===== src/fmdu_pkg.sv =====
// Constants, state type and helpers shared by the floating multiply and divide unit
package fmdu_pkg;

    // ------------------------------------------------------------
    // Word layout: sign in the top bit, characteristic, fraction
    // ------------------------------------------------------------
    localparam int SIGN_BIT = 35;
    localparam int CHAR_HI = 34;
    localparam int CHAR_LO = 27;
    localparam int FRAC_HI = 26;
    localparam logic [4:0] FRAC_STEPS = 5'h1b;      // 27 fraction positions
    localparam logic [9:0] CHAR_BIAS = 10'h080;     // Excess 200 octal
    localparam logic [9:0] CHAR_NEG_BIAS = 10'h380; // Minus 200 octal
    localparam logic [9:0] CHAR_M27 = 10'h3e5;      // Minus 27 decimal

    // ------------------------------------------------------------
    // Register map and fields
    // ------------------------------------------------------------
    localparam logic [7:0] CTRL_OFF = 8'h00;
    localparam logic [7:0] STATUS_OFF = 8'h04;
    localparam logic [7:0] AC_LO_OFF = 8'h08;
    localparam logic [7:0] AC_HI_OFF = 8'h0c;
    localparam logic [7:0] MQ_LO_OFF = 8'h10;
    localparam logic [7:0] MQ_HI_OFF = 8'h14;
    localparam logic [7:0] SR_LO_OFF = 8'h18;
    localparam logic [7:0] SR_HI_OFF = 8'h1c;
    localparam int CTRL_START_BIT = 8;
    localparam int ST_BUSY_BIT = 0;
    localparam int ST_DCHK_BIT = 1;
    localparam int ST_HALT_BIT = 2;
    localparam int ST_OVF_BIT = 3;
    localparam int ST_UNF_BIT = 4;

    // Operation select written to CTRL bits 1:0
    localparam logic [1:0] OP_NORM_MUL = 2'h0;
    localparam logic [1:0] OP_UNNORM_MUL = 2'h1;
    localparam logic [1:0] OP_DIV_HALT = 2'h2;
    localparam logic [1:0] OP_DIV_PROCEED = 2'h3;

    typedef enum logic [2:0] {
        ST_IDLE,
        ST_MUL,
        ST_MNORM,
        ST_DIV
    } fmdu_state_type;

    function automatic logic [26:0] fmdu_frac(input logic [35:0] w);
        fmdu_frac = w[FRAC_HI:0];
    endfunction : fmdu_frac

    function automatic logic [7:0] fmdu_char(input logic [35:0] w);
        fmdu_char = w[CHAR_HI:CHAR_LO];
    endfunction : fmdu_char

    // Characteristic arithmetic in 10 bits so range exits stay visible
    function automatic logic [9:0] fmdu_char_calc(input logic [7:0] a, input logic [7:0] b,
                                                  input logic sub, input logic [9:0] k);
        if (sub) begin
            fmdu_char_calc = {2'h0, a} - {2'h0, b} + k;
        end else begin
            fmdu_char_calc = {2'h0, a} + {2'h0, b} + k;
        end
    endfunction : fmdu_char_calc

endpackage : fmdu_pkg


===== src/fmdu_top.sv =====
// Floating multiply and divide datapath with its APB register slave
//
// Decided for this implementation: the APB slave port and the address map.
`timescale 1ns/10ps

module fmdu_top (
    // Clock and reset
    input wire logic pclk,
    input wire logic presetn,
    // APB slave
    input wire logic psel,
    input wire logic penable,
    input wire logic pwrite,
    input wire logic [7:0] paddr,
    input wire logic [31:0] pwdata,
    output logic [31:0] prdata,
    output logic pready,
    output logic pslverr,
    // Machine status
    output logic machine_halt,
    output logic divide_check,
    output logic fp_overflow,
    output logic fp_underflow
);

    // ------------------------------------------------------------
    // State
    // ------------------------------------------------------------
    typedef struct packed {
        fmdu_pkg::fmdu_state_type st;
        logic [1:0] op;
        logic [35:0] ac; // Sign, characteristic, fraction
        logic [35:0] mq;
        logic [35:0] sr;
        logic [27:0] rem;
        logic [4:0] sc;
        logic [7:0] rchar;
        logic dchk;
        logic halt;
        logic ovf;
        logic unf;
        logic [31:0] prdata;
        logic pready;
        logic pslverr;
    } fmdu_regs_type;

    fmdu_regs_type r;
    fmdu_regs_type n;
    logic acc_phase;
    logic go;

    // Access phase and start strobe, decoded once for both processes
    assign acc_phase = psel && penable;
    assign go = acc_phase && r.pready && pwrite && (paddr == fmdu_pkg::CTRL_OFF)
                && pwdata[fmdu_pkg::CTRL_START_BIT] && (r.st == fmdu_pkg::ST_IDLE) && !r.halt;

    // ------------------------------------------------------------
    // Next state
    // ------------------------------------------------------------
    always_comb begin
        logic [53:0] prod;
        logic [53:0] hl;
        logic [9:0] ch;
        logic [9:0] mqc;
        logic [27:0] trial;
        logic [26:0] af;
        logic [26:0] df;
        logic sgn;
        logic big;
        logic q1;
        logic ge;
        logic busy;
        logic mapped;
        prod = '0;
        hl = '0;
        ch = '0;
        mqc = '0;
        trial = '0;
        af = fmdu_pkg::fmdu_frac(r.ac);
        df = fmdu_pkg::fmdu_frac(r.sr);
        sgn = 1'b0;
        big = 1'b0;
        q1 = 1'b0;
        ge = 1'b0;
        busy = (r.st != fmdu_pkg::ST_IDLE);
        mapped = (paddr[7:5] == 3'h0) && (paddr[1:0] == 2'h0);
        n = r;
        n.pready = 1'b0;
        n.pslverr = 1'b0;

        // Bus: one wait state, read data captured on the edge pready rises
        if (acc_phase && !r.pready) begin
            n.pready = 1'b1;
            n.pslverr = !mapped;
            n.prdata = 32'h0;
            if (!pwrite) begin
                unique case (paddr)
                    fmdu_pkg::CTRL_OFF: n.prdata = {30'h0, r.op};
                    fmdu_pkg::STATUS_OFF: n.prdata = {27'h0, r.unf, r.ovf, r.halt, r.dchk, busy};
                    fmdu_pkg::AC_LO_OFF: n.prdata = r.ac[31:0];
                    fmdu_pkg::AC_HI_OFF: n.prdata = {28'h0, r.ac[35:32]};
                    fmdu_pkg::MQ_LO_OFF: n.prdata = r.mq[31:0];
                    fmdu_pkg::MQ_HI_OFF: n.prdata = {28'h0, r.mq[35:32]};
                    fmdu_pkg::SR_LO_OFF: n.prdata = r.sr[31:0];
                    fmdu_pkg::SR_HI_OFF: n.prdata = {28'h0, r.sr[35:32]};
                    default: n.prdata = 32'h0;
                endcase
            end
        end

        // Writes land on the edge the master samples pready
        if (acc_phase && r.pready && pwrite) begin
            if (paddr == fmdu_pkg::STATUS_OFF) begin
                // Write one to clear; the datapath below may set again and wins
                if (pwdata[fmdu_pkg::ST_DCHK_BIT]) n.dchk = 1'b0;
                if (pwdata[fmdu_pkg::ST_HALT_BIT]) n.halt = 1'b0;
                if (pwdata[fmdu_pkg::ST_OVF_BIT]) n.ovf = 1'b0;
                if (pwdata[fmdu_pkg::ST_UNF_BIT]) n.unf = 1'b0;
            end
            // Operands are frozen while an operation runs
            if (!busy) begin
                unique case (paddr)
                    fmdu_pkg::AC_LO_OFF: n.ac[31:0] = pwdata;
                    fmdu_pkg::AC_HI_OFF: n.ac[35:32] = pwdata[3:0];
                    fmdu_pkg::MQ_LO_OFF: n.mq[31:0] = pwdata;
                    fmdu_pkg::MQ_HI_OFF: n.mq[35:32] = pwdata[3:0];
                    fmdu_pkg::SR_LO_OFF: n.sr[31:0] = pwdata;
                    fmdu_pkg::SR_HI_OFF: n.sr[35:32] = pwdata[3:0];
                    default: ;
                endcase
            end
        end

        // Datapath
        unique case (r.st)
            fmdu_pkg::ST_IDLE: begin
                if (go) begin
                    n.op = pwdata[1:0];
                    if (!pwdata[1]) begin
                        // Multiply: SR is the multiplicand, MQ the multiplier
                        sgn = r.sr[fmdu_pkg::SIGN_BIT] ^ r.mq[fmdu_pkg::SIGN_BIT];
                        n.ac[fmdu_pkg::SIGN_BIT] = sgn;
                        n.mq[fmdu_pkg::SIGN_BIT] = sgn;
                        if (pwdata[1:0] == fmdu_pkg::OP_NORM_MUL
                            && (df == 27'h0 || fmdu_pkg::fmdu_frac(r.mq) == 27'h0)) begin
                            n.ac = {sgn, 35'h0};
                            n.mq = {sgn, 35'h0};
                        end else begin
                            ch = fmdu_pkg::fmdu_char_calc(fmdu_pkg::fmdu_char(r.sr),
                                fmdu_pkg::fmdu_char(r.mq), 1'b0, fmdu_pkg::CHAR_NEG_BIAS);
                            n.ac[fmdu_pkg::CHAR_HI:fmdu_pkg::CHAR_LO] = ch[7:0];
                            if (ch[9]) n.unf = 1'b1;
                            if (!ch[9] && ch[8]) n.ovf = 1'b1;
                            // Zero counter still lets the characteristics add
                            if (pwdata[1:0] == fmdu_pkg::OP_UNNORM_MUL
                                && fmdu_pkg::fmdu_frac(r.mq) == 27'h0) begin
                                n.sc = 5'h0;
                            end else begin
                                n.sc = fmdu_pkg::FRAC_STEPS;
                            end
                            n.st = fmdu_pkg::ST_MUL;
                        end
                    end else begin
                        // Divide: AC is the dividend, SR the divisor
                        sgn = r.ac[fmdu_pkg::SIGN_BIT] ^ r.sr[fmdu_pkg::SIGN_BIT];
                        n.mq = {sgn, 35'h0};
                        big = {1'b0, af} >= {df, 1'b0};
                        if (af == 27'h0) begin
                            n.ac[fmdu_pkg::SIGN_BIT:fmdu_pkg::CHAR_LO] = 9'h0;
                            if (big) begin
                                n.dchk = 1'b1;
                                if (pwdata[1:0] == fmdu_pkg::OP_DIV_HALT) n.halt = 1'b1;
                            end
                        end else if (big) begin
                            // Accumulator left as it was
                            n.dchk = 1'b1;
                            if (pwdata[1:0] == fmdu_pkg::OP_DIV_HALT) n.halt = 1'b1;
                        end else begin
                            q1 = af >= df;
                            ch = fmdu_pkg::fmdu_char_calc(fmdu_pkg::fmdu_char(r.ac),
                                fmdu_pkg::fmdu_char(r.sr), 1'b1,
                                fmdu_pkg::CHAR_BIAS + {9'h0, q1});
                            mqc = fmdu_pkg::fmdu_char_calc(fmdu_pkg::fmdu_char(r.ac), 8'h00,
                                1'b0, fmdu_pkg::CHAR_M27 + {9'h0, q1});
                            if (ch[9] || mqc[9]) n.unf = 1'b1;
                            if ((!ch[9] && ch[8]) || (!mqc[9] && mqc[8])) n.ovf = 1'b1;
                            n.mq[fmdu_pkg::CHAR_HI:fmdu_pkg::CHAR_LO] = ch[7:0];
                            n.rchar = mqc[7:0];
                            // Without q >= 1 the dividend moves up one place first
                            n.rem = q1 ? {1'b0, af} : {af, 1'b0};
                            n.sc = fmdu_pkg::FRAC_STEPS;
                            n.st = fmdu_pkg::ST_DIV;
                        end
                    end
                end
            end
            fmdu_pkg::ST_MUL: begin
                // Single-cycle array product; a zero counter forces zero
                if (r.sc != 5'h0) begin
                    prod = {27'h0, df} * {27'h0, fmdu_pkg::fmdu_frac(r.mq)};
                end
                n.ac[fmdu_pkg::FRAC_HI:0] = prod[53:27];
                n.mq[fmdu_pkg::FRAC_HI:0] = prod[26:0];
                n.sc = 5'h0;
                n.st = fmdu_pkg::ST_MNORM;
            end
            fmdu_pkg::ST_MNORM: begin
                hl = {fmdu_pkg::fmdu_frac(r.ac), fmdu_pkg::fmdu_frac(r.mq)};
                ch = {2'h0, fmdu_pkg::fmdu_char(r.ac)};
                // Unnormalized multiply skips this shift
                if (r.op == fmdu_pkg::OP_NORM_MUL && !hl[53]) begin
                    hl = {hl[52:0], 1'b0};
                    ch = fmdu_pkg::fmdu_char_calc(ch[7:0], 8'h01, 1'b1, 10'h000);
                end
                n.ac[fmdu_pkg::FRAC_HI:0] = hl[53:27];
                n.mq[fmdu_pkg::FRAC_HI:0] = hl[26:0];
                if (r.op == fmdu_pkg::OP_NORM_MUL && hl[53:27] == 27'h0) begin
                    n.ac[fmdu_pkg::CHAR_HI:fmdu_pkg::CHAR_LO] = 8'h00;
                    n.mq[fmdu_pkg::CHAR_HI:fmdu_pkg::CHAR_LO] = 8'h00;
                end else begin
                    mqc = fmdu_pkg::fmdu_char_calc(ch[7:0], 8'h00, 1'b0, fmdu_pkg::CHAR_M27);
                    n.ac[fmdu_pkg::CHAR_HI:fmdu_pkg::CHAR_LO] = ch[7:0];
                    n.mq[fmdu_pkg::CHAR_HI:fmdu_pkg::CHAR_LO] = mqc[7:0];
                    if (ch[9] || mqc[9]) n.unf = 1'b1;
                end
                n.st = fmdu_pkg::ST_IDLE;
            end
            fmdu_pkg::ST_DIV: begin
                // One restoring reduction per clock; quotient is left unnormalized
                ge = r.rem >= {1'b0, df};
                trial = ge ? (r.rem - {1'b0, df}) : r.rem;
                n.mq[fmdu_pkg::FRAC_HI:0] = {r.mq[25:0], ge};
                n.sc = r.sc - 5'h01;
                if (r.sc == 5'h01) begin
                    n.ac = {r.ac[fmdu_pkg::SIGN_BIT], r.rchar, trial[26:0]};
                    n.st = fmdu_pkg::ST_IDLE;
                end else begin
                    n.rem = {trial[26:0], 1'b0};
                end
            end
            default: n.st = fmdu_pkg::ST_IDLE;
        endcase
    end

    // ------------------------------------------------------------
    // State register
    // ------------------------------------------------------------
    always_ff @(posedge pclk or negedge presetn) begin
        if (!presetn) begin
            r <= '0;
        end else begin
            r <= n;
        end
    end

    // Outputs straight from the state register
    assign prdata = r.prdata;
    assign pready = r.pready;
    assign pslverr = r.pslverr;
    assign machine_halt = r.halt;
    assign divide_check = r.dchk;
    assign fp_overflow = r.ovf;
    assign fp_underflow = r.unf;
endmodule : fmdu_top


===== config.mk =====
export PLATFORM = sky130hd
export DESIGN_NAME = fmdu_top
export DESIGN_NICKNAME = d
export VERILOG_FILES = /design/src/fmdu_pkg.sv /design/src/fmdu_top.sv
export SDC_FILE = /design/constraint.sdc
export NUM_CORES = 2
export LEC_CHECK = 0
export BUFFER_PORTS_ARGS = -buffer_cell sky130_fd_sc_hd__clkbuf_2
export CORE_UTILIZATION = 64
export DETAILED_ROUTE_END_ITERATION = 12
export PLACE_DENSITY = 0.86
export SYNTH_ARGS = -nofsm -noshare
export SYNTH_HDL_FRONTEND = slang
export SYNTH_SLANG_ARGS = --single-unit

===== constraint.sdc =====
create_clock -name pclk -period 20.8 [get_ports pclk]
set_input_delay 1.04 -clock pclk [delete_from_list [all_inputs] [get_ports pclk]]
set_output_delay 1.04 -clock pclk [all_outputs]
set_load 0.1 [all_outputs]

==> flow_metrics.tcl <==
set metrics [dict create \
    fillers 4815 \
    synth-seq-cells 191 \
    path_class "flop to flop" \
    ant_nets 0 \
    fin_crit_ns 8.22 \
    timing.final.crit_share_pct 39.5 \
    worstPathRequired_ns 21.14 \
    final_core_util_pct 67.0 \
    reg2reg_depth 23 \
    p_clk_share_pct 15.1 \
    ys_warn_count 0 \
    die_h_microns 250 \
    die_w_microns 250 \
    synth-edff-count 0 \
    fin_nets 5468 \
    hold_path_startpoint "prdata[16]" \
    swShare_pct 51.8 \
    finClkSkew_ns 0.0169 \
    cts_root_buffer "clkbuf_16" \
    setup_viol 0 \
    htreeDepth 4 \
    reg2reg_to "r[174]" \
    area_growth_pct 3.23 \
    drt-total-wl_microns 120000 \
    antenna_found_initial 2 \
    drive_above_1_share_pct 6.22 \
    p_int_mw 1.17 \
    start_util_pct 64.9 \
    switchingPower_mw 1.25 \
    cp_common_cell "fa_1" \
    overflow 0 \
    p_seq_share_pct 15.5 \
    cts.path.max_buffers 2 \
    outcome "completed" \
    maxCapViolations 0 \
    ys.flop_type "dfrtp_1" \
    num_rows 90 \
    final_common_cell "inv_1" \
    place_area_sq_um 40000 \
    yosysSeqAreaShare_pct 12.2 \
    layout_common_cells "inv_1 (819), nand2_1 (708), fa_1 (627)" \
    core-area_sq_um 60600 \
    place.gp.congestion 1.02 \
    vdd_drop_max_v 0.000109 \
    fmax_mhz 122 \
    routedWlPerCell_microns 22.7 \
    viasPerCell 6.35 \
    syn_area_sq_um 39300 \
    syn-num-nets 5610 \
    drt_iter0_markers 4087 \
    synthCells 4628 \
    crit_chain "nand2_1 > fa_1 > fa_1 > inv_1 > fa_1 > inv_1 > fa_1 > inv_1 > fa_1 > fa_1 > inv_1 > fa_1 > inv_1 > ha_1 > nand4_1 > nor4_1 > o21ai_0 > a2111oi_2 > nor2_1 > o311ai_2 > o31ai_1 > a211oi_1 > a22oi_1" \
    final_hold_viol_count 0 \
    grt_pass1_vias 35100 \
    via_count 33600 \
    holdPathEnd "prdata[16]" \
    clock-sinks 191 \
    clock_latency_ns 0.46 \
    clk_pin_slew_worst_paths_ns 0.08 \
    cp-start-kind "flop" \
    cts_resized 0 \
    grt_first_pass_wirelength_microns 192000 \
    hp-class "flop to flop" \
    min_path_cells 2 \
    leakage_nw 21.2 \
    finalMaxSlewViolations 0 \
    synthArstFlopShare_pct 100 \
    rrSetupSlack_ns 12.58 \
    remaining_drc_errors 0 \
    cp_max_fo 30 \
    rsz0062_at_grt "no" \
    track_usage_pct 39.6 \
    cp.arrival_ns 8.56 \
    cts_made_buffers 17 \
    cts_setup_buffers 0 \
    yosysUniqueCellTypes 97 \
    grt_max_degree 76 \
    portBuffers 82 \
    cp_slowest_cell "dfrtp_1" \
    syn_area_per_cell_sq_um 8.50 \
    setup_tns_ns 0 \
    cts_tree "yes" \
    dp_hpwl_microns 91400 \
    final_area_sq_um 40600 \
    worst_pin_slew_ns 1.34 \
    endpoint_kind "flop" \
    fp.dieArea_sq_um 62400 \
    p_comb_share_pct 69.4 \
    cpPeakStageDelay_ns 1.23 \
    r2r_start "r[88]" \
    holdBufCountCts 0 \
    relSlewSlack_pct 10.6 \
    ioPinCount 83 \
    firstDrtPassIters 7 \
    holdWs_ns 0.486 \
    p_per_area_nw_per_um2 59.6 \
]
worst max path at each step:
stage / from / end
6_report: r[88] / r[174]
5_1_grt: r[88] / r[174]
4_1_cts: r[88] / r[174]
3_5_place_dp: r[88] / r[174]
3_3_place_gp: r[88] / r[174]
2_1_floorplan: r[118] / r[174]
layer usage:
| layer | wire, microns | global-route usage [%] | share of wire [%] |
|---|---|---|---|
| met3 | 13800 | 8.54 | 12 |
| met1 | 43900 | 50.2 | 37 |
| met5 | 0 | 0 | 0 |
| met2 | 54800 | 63.4 | 46 |
| met4 | 7560 | 21.5 | 6.3 |
cells in the mapped netlist, drive strengths merged (15+ instances only):
cell	instances	area, sq um
inv	820	3080
nand2	709	2660
fa	627	12600
ha	310	3880
and2	290	1810
clkbuf	241	905
a21oi	202	1020
o21ai	194	975
dfrtp	191	4780
nor2	150	571
mux2i	91	911
buf	82	480
xnor2	62	543
nor3	51	290
a21o	49	368
nand3	46	235
mux2	35	394
xor2	35	307
a22o	32	280
a221oi	28	245
nand4	28	181
o22ai	27	169
nor4	25	156
o221ai	19	166
a31oi	17	113
a211oi	15	125
and3	15	93.8
o21a	15	113
critical path: cells and delay by family (launching register included):
family                     cells  cell delay, ns
adders and majority gates      8            4.01
DFF                            1            1.23
and+or+nand+nor                4            0.84
buffers and inverters          5            0.25
AOI/OAI and AO/OA              6            1.70
sequential cells by signal, indices dropped and copies added, names as in the netlist:
name,cells
r,153
pslverr,1
machine_halt,1
divide_check,1
prdata,32
pready,1
fp_overflow,1
fp_underflow,1
area by class of cell:
cell class	instances	area, sq um	area share [%]
clock buffer	21	460	1.13
sequential	191	4780	11.8
multi-input combinational	3294	30100	74.2
clock inverter	10	153	0.376
timing repair buffer	162	1020	2.51
tap	782	978	2.41
antenna	3	7.51	0.0185
inverter	820	3080	7.58
power groups by stage:
stage	sequential (mW)	combinational, mW	clock [mW]
detailed placement	0.382	1.61	0
finish	0.374	1.68	0.366
global placement	0.382	1.59	0
global route	0.374	1.82	0.377
floorplan	0.382	1.11	0
CTS	0.374	1.62	0.364
stage by stage:
stage	setup WS (ns)	instances	total power, mW
finish	12.58	5283	2.42
global route	12.24	5281	2.57
CTS	12.76	5280	2.36
detailed placement	12.82	5249	1.99
global placement	12.99	5249	1.98
floorplan	13.82	4628	1.49
logic make-up after synthesis:
family,share of synthesized area [%]
AO/OA/AOI/OAI,12.6
XOR/XNOR,2.16
adder cells (fa/ha/maj),41.8
buffers and inverters,11.4
flip-flops,12.2
multiplexers,3.49
AND/OR/NAND/NOR,16.4
(Power assumes the default switching activity.)
